==> src/mgc_map.svh <==
// Register map, field positions and reset values of the motor gate block
// Function
// - Gate control resets to 0x80, not manual reset
// - Gate settings act only in both PWM modes
// - Gate control bit 7 reads 1, write 1
// - Motor gate mode picks ordinary or gate output
// - Reverse-side mix chops negative pins with PWM
// - Forward-side mix chops positive pins with PWM
// - Feedback select picks capture inputs or force bits
// - Force bits replace feedback only when selected
// - Phase pattern table drives six pins on/off
// - Subcounter 16-bit read-only, clears at power reset
// - Restart loads dead-time value into channel 3
// - Dead-time, period, buffer reset to 0xFFFF
// - Period match turns subcounter from down to up
// - Buffer copies into period at transfer timing
// - Sixteen-bit registers accept only word access
// - Eight-bit registers accept byte and word access
`ifndef MGC_MAP_SVH
`define MGC_MAP_SVH

// Byte addresses on the 16-bit register bus
`define MGC_OFS_GATE_CONTROL    4'h0
`define MGC_OFS_SUB_COUNTER     4'h2
`define MGC_OFS_DEAD_TIME       4'h4
`define MGC_OFS_CARRIER_PERIOD  4'h6
`define MGC_OFS_CARRIER_BUFFER  4'h8

// Gate control field positions
`define MGC_BIT_RESERVED        7
`define MGC_BIT_MOTOR_GATE      6
`define MGC_BIT_NEG_MIX         5
`define MGC_BIT_POS_MIX         4
`define MGC_BIT_FB_SELECT       3

// Reset values
`define MGC_RST_GATE_CONTROL    8'h80
`define MGC_RST_SUB_COUNTER     16'h0000
`define MGC_RST_WORD            16'hffff

`endif

==> src/mgc_pkg.sv <==
// Types shared by the motor gate and carrier period block
package mgc_pkg;

  // Timer operating mode as chosen by the mode selection logic
  typedef enum logic [1:0] {
    MGC_MODE_OTHER,
    MGC_MODE_CPWM,
    MGC_MODE_RSPWM
  } mgc_mode_t;

  // Subcounter count direction
  typedef enum logic {
    MGC_DIR_DOWN,
    MGC_DIR_UP
  } mgc_dir_t;

endpackage : mgc_pkg

==> src/mgc_ctl_if.sv <==
// Carrier between the register top and its gate and subcounter units
interface mgc_ctl_if;
  import mgc_pkg::*;

  logic [7:0]  gate_control_reg;
  mgc_mode_t   mode;
  logic [2:0]  capture_fb;
  logic [5:0]  pwm_in;
  logic [5:0]  pin_next;
  logic        sub_run;
  logic        sub_peak;
  logic        sub_restart;
  logic [15:0] carrier_period_data;
  logic [15:0] sub_counter;
  mgc_dir_t    sub_dir;

  // Top drives configuration and reads results
  modport top (
    output gate_control_reg, mode, capture_fb, pwm_in,
    output sub_run, sub_peak, sub_restart, carrier_period_data,
    input  pin_next, sub_counter, sub_dir
  );

  // Combinational gate pattern unit
  modport gate (
    input  gate_control_reg, mode, capture_fb, pwm_in,
    output pin_next
  );

  // Subcounter unit
  modport sub (
    input  mode, sub_run, sub_peak, sub_restart, carrier_period_data,
    output sub_counter, sub_dir
  );
endinterface : mgc_ctl_if

==> src/mgc_top.sv <==
// Motor gate control and carrier period registers with bus slave
module mgc_top (
  // Clock and resets
  input  wire logic              CORE_CLK,
  input  wire logic              RST,
  input  wire logic              STANDBY,
  // Register bus, 16-bit data with byte lanes
  input  wire logic [3:0]        BUS_ADDR,
  input  wire logic              BUS_WR,
  input  wire logic              BUS_RD,
  input  wire logic [1:0]        BUS_BE,
  input  wire logic [15:0]       BUS_WDATA,
  output logic      [15:0]       BUS_RDATA,
  // Timer status from the counter and mode logic
  input  wire mgc_pkg::mgc_mode_t PWM_MODE,
  input  wire logic              CNT_RUN,
  input  wire logic              CNT_RESTART,
  input  wire logic              CNT_PEAK,
  input  wire logic              PERIOD_XFER,
  // Feedback and raw waveforms
  input  wire logic [2:0]        FB_CAPTURE,
  input  wire logic [5:0]        PWM_IN,
  // Phase pins {w-, v-, u-, w+, v+, u+}
  output logic      [5:0]        PIN_OUT,
  // Channel 3 counter preload
  output logic                   CH3_LOAD,
  output logic      [15:0]       CH3_LOAD_VALUE
);
  import mgc_pkg::*;
  `include "mgc_map.svh"

  ////////////////////////////////////////////////////////////////////////////
  // Registers and internal wiring

  logic [6:0]  gate_bits;
  logic [15:0] dead_time_data;
  logic [15:0] carrier_period_data;
  logic [15:0] carrier_period_buffer;
  logic        clr;
  logic        word_wr;
  logic        lo_wr;
  logic [15:0] next_rdata;

  mgc_ctl_if ctl ();

  // Power-on reset and standby both clear; manual reset never reaches here
  assign clr = RST || STANDBY;

  // Word registers only take writes with both lanes enabled
  assign word_wr = BUS_WR && (BUS_BE == 2'b11);
  assign lo_wr   = BUS_WR && BUS_BE[0];

  ////////////////////////////////////////////////////////////////////////////
  // Interface drive

  assign ctl.gate_control_reg    = {1'b1, gate_bits};
  assign ctl.mode                = PWM_MODE;
  assign ctl.capture_fb          = FB_CAPTURE;
  assign ctl.pwm_in              = PWM_IN;
  assign ctl.sub_run             = CNT_RUN;
  assign ctl.sub_peak            = CNT_PEAK;
  assign ctl.sub_restart         = CNT_RESTART && (PWM_MODE == MGC_MODE_CPWM);
  assign ctl.carrier_period_data = carrier_period_data;

  ////////////////////////////////////////////////////////////////////////////
  // Sub units

  mgc_gate_logic u_gate (
    .ctl (ctl.gate)
  );

  mgc_sub_counter u_sub (
    .clk (CORE_CLK),
    .clr (clr),
    .ctl (ctl.sub)
  );

  ////////////////////////////////////////////////////////////////////////////
  // Register writes

  // Gate control sits in the low lane; a byte or a word write reaches it
  always_ff @(posedge CORE_CLK) begin
    if (clr) begin
      gate_bits <= 7'(`MGC_RST_GATE_CONTROL & 8'h7f);
    end else if (lo_wr && BUS_ADDR == `MGC_OFS_GATE_CONTROL) begin
      gate_bits <= BUS_WDATA[6:0];
    end
  end

  // Dead-time offset, word access only
  always_ff @(posedge CORE_CLK) begin
    if (clr) begin
      dead_time_data <= `MGC_RST_WORD;
    end else if (word_wr && BUS_ADDR == `MGC_OFS_DEAD_TIME) begin
      dead_time_data <= BUS_WDATA;
    end
  end

  // Carrier period: the transfer from the buffer wins over a direct write
  always_ff @(posedge CORE_CLK) begin
    if (clr) begin
      carrier_period_data <= `MGC_RST_WORD;
    end else if (PERIOD_XFER) begin
      carrier_period_data <= carrier_period_buffer;
    end else if (word_wr && BUS_ADDR == `MGC_OFS_CARRIER_PERIOD) begin
      carrier_period_data <= BUS_WDATA;
    end
  end

  // Carrier period buffer
  always_ff @(posedge CORE_CLK) begin
    if (clr) begin
      carrier_period_buffer <= `MGC_RST_WORD;
    end else if (word_wr && BUS_ADDR == `MGC_OFS_CARRIER_BUFFER) begin
      carrier_period_buffer <= BUS_WDATA;
    end
  end

  ////////////////////////////////////////////////////////////////////////////
  // Register reads

  // Byte reads of a word register return zero rather than half a word
  always_comb begin
    next_rdata = 16'h0000;
    case (BUS_ADDR)
      `MGC_OFS_GATE_CONTROL: begin
        if (BUS_BE[0]) begin
          next_rdata = {8'h00, ctl.gate_control_reg};
        end
      end
      `MGC_OFS_SUB_COUNTER: begin
        if (BUS_BE == 2'b11) begin
          next_rdata = ctl.sub_counter;
        end
      end
      `MGC_OFS_DEAD_TIME: begin
        if (BUS_BE == 2'b11) begin
          next_rdata = dead_time_data;
        end
      end
      `MGC_OFS_CARRIER_PERIOD: begin
        if (BUS_BE == 2'b11) begin
          next_rdata = carrier_period_data;
        end
      end
      `MGC_OFS_CARRIER_BUFFER: begin
        if (BUS_BE == 2'b11) begin
          next_rdata = carrier_period_buffer;
        end
      end
      default: begin
        next_rdata = 16'h0000;
      end
    endcase
  end

  // Read data registered; it holds until the next read or a clear
  always_ff @(posedge CORE_CLK) begin
    if (clr) begin
      BUS_RDATA <= 16'h0000;
    end else if (BUS_RD) begin
      BUS_RDATA <= next_rdata;
    end
  end

  ////////////////////////////////////////////////////////////////////////////
  // Outputs

  // Pins registered so they cannot glitch on feedback changes
  always_ff @(posedge CORE_CLK) begin
    if (clr) begin
      PIN_OUT <= 6'h00;
    end else begin
      PIN_OUT <= ctl.pin_next;
    end
  end

  // Offset preload toward channel 3 on a clear-and-restart
  always_ff @(posedge CORE_CLK) begin
    if (clr) begin
      CH3_LOAD       <= 1'b0;
      CH3_LOAD_VALUE <= `MGC_RST_WORD;
    end else begin
      CH3_LOAD       <= ctl.sub_restart;
      CH3_LOAD_VALUE <= dead_time_data;
    end
  end

  ////////////////////////////////////////////////////////////////////////////
  // Checks

  a_gate_reserved: assert property (@(posedge CORE_CLK)
    ctl.gate_control_reg[`MGC_BIT_RESERVED] == 1'b1)
    else $error("Gate control reserved bit not 1");

  a_gate_reset: assert property (@(posedge CORE_CLK)
    $past(clr) |-> ctl.gate_control_reg == `MGC_RST_GATE_CONTROL)
    else $error("Gate control not 0x80 after reset");

  a_word_reset: assert property (@(posedge CORE_CLK)
    $past(clr) |-> (dead_time_data == 16'hffff && carrier_period_data == 16'hffff &&
                    carrier_period_buffer == 16'hffff))
    else $error("Word registers not all ones after reset");

  a_byte_ignored: assert property (@(posedge CORE_CLK) disable iff (clr)
    (BUS_WR && BUS_BE != 2'b11 && BUS_ADDR == `MGC_OFS_DEAD_TIME)
    |=> $stable(dead_time_data))
    else $error("Byte write changed a word register");

  a_period_xfer: assert property (@(posedge CORE_CLK) disable iff (clr)
    PERIOD_XFER |=> carrier_period_data == $past(carrier_period_buffer))
    else $error("Buffer not copied into carrier period");

  a_ch3_preload: assert property (@(posedge CORE_CLK) disable iff (clr)
    (CNT_RESTART && PWM_MODE == MGC_MODE_CPWM)
    |=> (CH3_LOAD && CH3_LOAD_VALUE == $past(dead_time_data)) ##1
        (!CH3_LOAD || $past(CNT_RESTART)))
    else $error("Dead-time offset not preloaded");

  a_pass_through: assert property (@(posedge CORE_CLK) disable iff (clr)
    (PWM_MODE == MGC_MODE_OTHER) |=> PIN_OUT == $past(PWM_IN))
    else $error("Pins modified outside PWM modes");

  a_pattern_off: assert property (@(posedge CORE_CLK) disable iff (clr)
    (PWM_MODE == MGC_MODE_CPWM && gate_bits[6] && gate_bits[3] &&
     (gate_bits[2:0] == 3'h0 || gate_bits[2:0] == 3'h7)) |=> PIN_OUT == 6'h00)
    else $error("Pins on with all-off phase pattern");

  a_pattern_direct: assert property (@(posedge CORE_CLK) disable iff (clr)
    (PWM_MODE == MGC_MODE_RSPWM && gate_bits[6:3] == 4'b1001 && gate_bits[2:0] == 3'h1)
    |=> PIN_OUT == 6'h21)
    else $error("Wrong direct gate pattern for U+ W-");

  a_neg_chop: assert property (@(posedge CORE_CLK) disable iff (clr)
    (PWM_MODE == MGC_MODE_CPWM && gate_bits[6:3] == 4'b1101 && gate_bits[2:0] == 3'h2)
    |=> PIN_OUT == {2'b00, $past(PWM_IN[3]), 3'b010})
    else $error("Negative pins not chopped with PWM");

  a_fb_capture: assert property (@(posedge CORE_CLK) disable iff (clr)
    (PWM_MODE == MGC_MODE_CPWM && gate_bits[6:3] == 4'b1000 && FB_CAPTURE == 3'h4)
    |=> PIN_OUT == 6'h14)
    else $error("Capture feedback not used for the pattern");

  a_read_gate: assert property (@(posedge CORE_CLK) disable iff (clr)
    (BUS_RD && BUS_BE[0] && BUS_ADDR == `MGC_OFS_GATE_CONTROL)
    |=> BUS_RDATA == {8'h00, 1'b1, $past(gate_bits)})
    else $error("Gate control read mismatch");

endmodule : mgc_top

==> src/mgc_gate_logic.sv <==
// Gate pattern generation and chopping for the six phase pins
module mgc_gate_logic (
  // Configuration and pin results
  mgc_ctl_if.gate ctl
);
  import mgc_pkg::*;
  `include "mgc_map.svh"

  logic [2:0] phase;
  logic [5:0] gate_pat;
  logic       active;

  // Feedback source: capture inputs or force bits
  assign phase = ctl.gate_control_reg[`MGC_BIT_FB_SELECT] ?
                 ctl.gate_control_reg[2:0] : ctl.capture_fb;
  assign active = (ctl.mode == MGC_MODE_CPWM) || (ctl.mode == MGC_MODE_RSPWM);

  // Pattern order {w-, v-, u-, w+, v+, u+}
  always_comb begin
    case (phase)
      3'h1:    gate_pat = 6'h21;
      3'h2:    gate_pat = 6'h0a;
      3'h3:    gate_pat = 6'h22;
      3'h4:    gate_pat = 6'h14;
      3'h5:    gate_pat = 6'h11;
      3'h6:    gate_pat = 6'h0c;
      default: gate_pat = 6'h00;
    endcase
  end

  // Chop by AND with the PWM wave, or pass the compare outputs through
  always_comb begin
    if (active && ctl.gate_control_reg[`MGC_BIT_MOTOR_GATE]) begin
      ctl.pin_next[2:0] = ctl.gate_control_reg[`MGC_BIT_POS_MIX] ?
                          (gate_pat[2:0] & ctl.pwm_in[2:0]) : gate_pat[2:0];
      ctl.pin_next[5:3] = ctl.gate_control_reg[`MGC_BIT_NEG_MIX] ?
                          (gate_pat[5:3] & ctl.pwm_in[5:3]) : gate_pat[5:3];
    end else begin
      ctl.pin_next = ctl.pwm_in;
    end
  end

endmodule : mgc_gate_logic

==> src/mgc_sub_counter.sv <==
// Complementary-mode subcounter with carrier period compare
module mgc_sub_counter (
  // Clock and power-on or standby clear
  input  wire logic clk,
  input  wire logic clr,
  // Control and count
  mgc_ctl_if.sub    ctl
);
  import mgc_pkg::*;
  `include "mgc_map.svh"

  logic match;

  assign match = (ctl.sub_counter == ctl.carrier_period_data);

  // Direction: peak turns it down, period match turns it up
  always_ff @(posedge clk) begin
    if (clr || ctl.sub_restart) begin
      ctl.sub_dir <= MGC_DIR_DOWN;
    end else if (ctl.mode == MGC_MODE_CPWM && ctl.sub_run) begin
      case (ctl.sub_dir)
        MGC_DIR_DOWN: if (match) ctl.sub_dir <= MGC_DIR_UP;
        MGC_DIR_UP:   if (ctl.sub_peak) ctl.sub_dir <= MGC_DIR_DOWN;
        default:      ctl.sub_dir <= MGC_DIR_DOWN;
      endcase
    end
  end

  // Count only while running in complementary mode
  always_ff @(posedge clk) begin
    if (clr || ctl.sub_restart) begin
      ctl.sub_counter <= `MGC_RST_SUB_COUNTER;
    end else if (ctl.mode == MGC_MODE_CPWM && ctl.sub_run) begin
      if (ctl.sub_dir == MGC_DIR_UP || match) begin
        ctl.sub_counter <= ctl.sub_counter + 16'h0001;
      end else begin
        ctl.sub_counter <= ctl.sub_counter - 16'h0001;
      end
    end
  end

  // Reversal lands within one cycle of the match
  a_sub_reverse: assert property (@(posedge clk) disable iff (clr)
    (ctl.mode == MGC_MODE_CPWM && ctl.sub_run && !ctl.sub_restart &&
     ctl.sub_dir == MGC_DIR_DOWN && match) |=> ctl.sub_dir == MGC_DIR_UP)
    else $error("Subcounter did not reverse on period match");

  a_sub_idle: assert property (@(posedge clk) disable iff (clr)
    (ctl.mode == MGC_MODE_OTHER && !ctl.sub_restart) |=> $stable(ctl.sub_counter))
    else $error("Subcounter moved outside complementary mode");

endmodule : mgc_sub_counter

==> config.mk <==
export PLATFORM = sky130hd
export DESIGN_NAME = mgc_top
export DESIGN_NICKNAME = d
export VERILOG_FILES = /design/src/mgc_pkg.sv /design/src/mgc_ctl_if.sv /design/src/mgc_top.sv /design/src/mgc_gate_logic.sv /design/src/mgc_sub_counter.sv
export VERILOG_INCLUDE_DIRS = /design/src
export SDC_FILE = /design/constraint.sdc
export NUM_CORES = 1
export LEC_CHECK = 0
export BUFFER_PORTS_ARGS = -buffer_cell sky130_fd_sc_hd__buf_2
export CAP_MARGIN = 20
export CORE_AREA = 2 2 110 112
export DETAILED_ROUTE_END_ITERATION = 7
export DIE_AREA = 0 0 112 114
export PLACE_DENSITY = 0.7
export SLEW_MARGIN = 20
export SYNTH_ARGS = -nofsm -noshare
export SYNTH_HDL_FRONTEND = slang
export SYNTH_HIERARCHICAL = 1
export SYNTH_SLANG_ARGS = --single-unit
==> constraint.sdc <==
create_clock -name CORE_CLK -period 3.3 [get_ports CORE_CLK]
set_clock_uncertainty 0.05 [all_clocks]
set_input_delay 0.495 -clock CORE_CLK [delete_from_list [all_inputs] [get_ports CORE_CLK]]
set_output_delay 0.495 -clock CORE_CLK [all_outputs]
set_load 0.1 [all_outputs]
# ---- Word level (Yosys, flattened, before mapping)
# Index checks and enable logic that the tools add are counted.
dict set report totals {
  reg_bits 111
  inputBits 42
  output_inout_bits 39
  wordCells 61
}
dict set report classes {
  add_sub_neg 2
  n_eq_ne 14
  mux 17
  n_bitwise 3
  reduce_logical 15
}
# cell count
set op_table {}
lappend op_table {{16-bit two-way mux} 7}
lappend op_table {{16-bit case mux with 5 select lines} 1}
lappend op_table {{6-bit case mux with 6 select lines} 1}
lappend op_table {{16-bit by 1-bit adder with 16-bit output, second input constant} 1}
lappend op_table {{16-bit == test} 1}
lappend op_table {{16-bit by 1-bit subtractor with 16-bit output, second input constant} 1}
lappend op_table {{3-bit == test, second input constant} 3}
lappend op_table {{1-bit logical AND} 9}
lappend op_table {{3-bit two-way mux} 3}
lappend op_table {{4-bit by 3-bit == test with 1-bit output, second input constant} 2}
lappend op_table {{8-bit two-way mux} 1}
lappend op_table {{3-bit bitwise AND} 2}
lappend op_table {{3-bit by 2-bit == test with 1-bit output, second input constant} 2}
lappend op_table {{6-bit two-way mux} 1}
lappend op_table {{2-bit == test, second input constant} 2}
lappend op_table {{4-bit by 2-bit == test with 1-bit output, second input constant} 1}
lappend op_table {{4-bit == test, second input constant} 1}
lappend op_table {{4-bit zero test} 1}
lappend op_table {{1-bit logical OR} 4}
lappend op_table {{3-bit by 1-bit == test with 1-bit output, second input constant} 1}
lappend op_table {{2-bit by 1-bit == test with 1-bit output, second input constant} 1}
lappend op_table {{1-bit two-way mux} 2}
lappend op_table {{1-bit case mux with 2 select lines} 1}
lappend op_table {{2-bit nonzero test} 1}
lappend op_table {{1-bit NOT} 1}

# ---- Depth between registers and ports, before layout
dict set report logic_depth {
  depth_word 6
  depth_mapped 11
  depth_no_buf 10
}

# ---- Cells and area by module
# The synthesis kept the hierarchy.
# mod n_inst cells_each area_each_um2
set by_module_without_submodules {}
lappend by_module_without_submodules {mgc_top 1 433 3878.7}
lappend by_module_without_submodules {mgc_sub_counter 1 187 1549.0}
lappend by_module_without_submodules {mgc_gate_logic 1 23 195.2}

# ---- Worst setup path before layout
# Ideal clock, no wire load.
dict set report synth_path {
  kind {register -> register}
  from {register u_sub.ctl.sub_counter[0]}
  to {register u_sub.ctl.sub_counter[13]}
  t_arrival_ps 2786
  t_required_ps 3133
  slack_ps 347
  stages_incl_launch_ff 11
  path_buffers 0
  cell_sequence {dfxtp_1 -> xor2_1 -> nor4_4 -> a41oi_4 -> ha_1 -> o211ai_1 -> o211ai_1 -> a21oi_1 -> o21ai_0 -> xor2_1 -> a22o_1}
}
dict set report synth_via {
  elab_chain_len 3
}
# item line_no
set synth_lines {}
lappend synth_lines {{start: declaration} mgc_ctl_if.sv:33} ;# output sub_counter, sub_dir
lappend synth_lines {{start signal: assignment} mgc_sub_counter.sv:32} ;# ctl.sub_counter <= `MGC_RST_SUB_COUNTER;
lappend synth_lines {{start signal: assignment} mgc_sub_counter.sv:35} ;# ctl.sub_counter <= ctl.sub_counter + 16'h0001;
lappend synth_lines {{start signal: assignment} mgc_sub_counter.sv:37} ;# ctl.sub_counter <= ctl.sub_counter - 16'h0001;
lappend synth_lines {{parallel branches: the longest is 2 deep, another holds 16-bit by 1-bit subtractor with 16-bit output} -}
lappend synth_lines {{16-bit two-way mux (*)} mgc_sub_counter.sv:34} ;# if (ctl.sub_dir == MGC_DIR_UP || match) begin
# Mark *: on every way between the ends.
# A chain may end at the register's enable or synchronous reset.

# ---- Worst setup path after layout
dict set report layout_path {
  from {register carrier_period_data[12]}
  to {register u_sub.ctl.sub_counter[15]}
}
dict set report layout_via {
  elab_chain_len 3
}
# item line_no
set layout_lines {}
lappend layout_lines {{start: declaration} mgc_top.sv:37} ;# logic [15:0] carrier_period_data;
lappend layout_lines {{start signal: assignment} mgc_top.sv:102} ;# carrier_period_data <= `MGC_RST_WORD;
lappend layout_lines {{start signal: assignment} mgc_top.sv:104} ;# carrier_period_data <= carrier_period_buffer;
lappend layout_lines {{16-bit == test} mgc_sub_counter.sv:14} ;# assign match = (ctl.sub_counter == ctl.carrier_period_data);
lappend layout_lines {{1-bit logical OR} mgc_sub_counter.sv:34}
lappend layout_lines {{16-bit two-way mux} mgc_sub_counter.sv:34}
# Every way passes these cells.

==> results.md <==
* Final cell utilization of the core at 0.559
* Yosys warning total at 6
* Max Fclk at 0.316 GHz
* Peak supply drop at 354 uV
* Register area at 2220 um^2
* Max-cap violations at 0
* Drt drc at 0
* PortBufs at 80
* Die Wd at 112 um
* Pin count of the biggest net entering global routing at 62
* Buf/Inv on CP at 2
* Starting Density at 0.480
* Antenna violations before repair at 0
* Iteration-0 DRC Markers at 365
* Most used cell, CP: buf_4
* Status: finished clean
* H-tree depth at 3
* Tmin final at 3170 ps
* Worst min path class: in -> reg
* Num Clock Sinks at 111
* Site Rows at 40
* CTS Hold Bufs at 0
* Routed wire length at 15.2 mm
* Critical path startpoint category: register
* Power per cell area at 441 nW/um^2
* Synth Area per Inst at 8.75 um^2
* Hold WS at 282 ps
* First-pass GRT wire length at 24.4 mm
* Placed cell count at 851
* Placer Congestion at 0.889
* Routed vias at 5092
* Post-DP HPWL at 11.1 mm
* Multi-input gate area at 3210 um^2
* Crit end category: register
* Rel. slew slack at 0.456
* 1st-pass router iterations at 5
* Share of post-route cells with drive strength above 1 at 0.207
* Leak at 2.77 nW
* Core area at 11700 um^2
* CTS max path bufs at 2
* Worst path max stage delay at 450 ps
* Crit path DAT at 3410 ps
* Post-synthesis cell count at 642
* Filler instances at 1083
* Final period util at 0.960
* Vias per cell at 5.85
* Setup violations, final at 0
* Total CTS buffers at 9
* Unrepaired setup endpoints after global routing: no
* Post-Synthesis Net Count at 699
* Antenna Diode Count at 0
* Root buf cell: clkbuf_16
* Layout Cells excl Fill at 870
* Die area at 12800 um^2
* CP Data Required Time at 3540 ps
* TritonCTS clock tree: yes
* Gr ovfl total at 0
* Chip height at 114 um
* Setup TNS at 0 ps
* Layout area overhead at 16.4%
* Critical Path Fanout Max at 6
* Clk Latency, worst-skew pair at 360 ps
* Final Max Slew Viols at 0
* Slowest cell on crit path: nor4_4
* Final Hold Viols at 0
* Slew @ Worst Pin at 813 ps
* Final ANT Viol Nets at 0
* Kind of critical path: reg -> reg
* Clk slew on worst S/H paths at 70 ps
* Delay-heaviest family, CP: compound AO/OA/AOI/OAI gates
* GR Util All Layers at 0.238
* I/O Pins at 81
* Wire per inst at 17.5 um
* Synth Cell Area at 5620 um^2
* Final Net Count at 775
* Worst-path cell chain: xor2_1 > nor4_4 > a41oi_4 > buf_4 > ha_1 > a211oi_2 > o211ai_1 > a21oi_1 > buf_4 > nor2_1 > o41a_1 > nand4_1
* Final total power at 2.88 mW
* Number of global-route vias before repair at 4759
-- layout make-up --
type	instances	area share
clock inverter	7	0.0145
timing repair buffer	105	0.0899
tap	147	0.0281
clock buffer	9	0.0344
multi-input combinational	487	0.491
inverter	4	0.00229
sequential	111	0.340
-- through the flow --
stage,setup slack [ps],instance area [um^2]
after floorplan,347,5620
after global placement,196,6180
after detailed placement,145,6180
after CTS,105,6500
after global routing,14.3,6540
final,132,6540
-- what timing repair did --
action	in CTS	in global routing
setup buffers	0	2
endpoints found under the hold margin	0	0
resized for setup	0	3
endpoints found under the setup margin	0	4
-- flip-flops by register name, indices dropped and copies added (netlist names) --
signal                 cells
BUS_RDATA                 16
CH3_LOAD                   1
CH3_LOAD_VALUE            16
PIN_OUT                    6
carrier_period_buffer     16
carrier_period_data       16
dead_time_data            16
gate_bits                  7
u_sub/ctl.sub_counter     16
u_sub/ctl.sub_dir          1
-- cell usage in the layout (no fill, tap or decap), types with 4 or more instances in the layout --
master     count
a22oi_1        7
nand4_1        5
buf_2         80
mux2_1         6
nand2b_1       4
nor3_1        13
nor4_4         4
mux2i_1       22
o31a_1         7
nand3_1       51
clkbuf_16      9
a221o_1        7
buf_4         25
or3_1         17
o211ai_1       4
a32oi_1        7
a221oi_1       7
a21oi_1       36
mux2_2         8
a31oi_1       11
nor2b_1        9
nor2_1        31
xor2_1        18
dfxtp_1      111
nand3b_1       4
xnor2_1       11
and2_1         9
nand2_1      104
ha_1          14
o21ai_0       15
a211oi_1       5
-- worst reg2reg max path, delay by kind of cell (launching register included) --
family,cells,cell delay (ps)
flops,1,350
simple gates,3,640
fa+ha+maj,1,300
buf+inv,2,370
compound gates,5,1200
xor+xnor,1,180
-- worst paths after layout --
| path | endpoint | depth (start not counted) | start | slack, ps |
|---|---|---|---|---|
| min | u_sub/ctl.sub_dir$_SDFFE_PP0P_ | 2 | CNT_PEAK | 280 |
| max reg2reg | u_sub/ctl.sub_counter[15]$_SDFFE_PP0P_ | 12 | carrier_period_data[12]$_SDFFE_PP1P_ | 130 |
| max | u_sub/ctl.sub_counter[15]$_SDFFE_PP0P_ | 12 | carrier_period_data[12]$_SDFFE_PP1P_ | 130 |
| min reg2reg | CH3_LOAD_VALUE[0]$_SDFF_PP1_ | 1 | dead_time_data[0]$_SDFFE_PP1P_ | 420 |
-- routing by layer --
metal  vias up  global-route usage  wire length [um]
met5         -                   0                 0
met4         0              0.0650               206
met3        20              0.0542              1120
met2       189               0.382              7080
met1      2405               0.324              6800
li1       2478                   -                 -
-- power breakdown --
part	switching, mW	internal [mW]	total, mW
logic	0.211	0.123	0.334
clock network	0.520	0.669	1.19
registers	0.0103	1.35	1.36
Note: power is estimated with default switching activity, not from simulation.
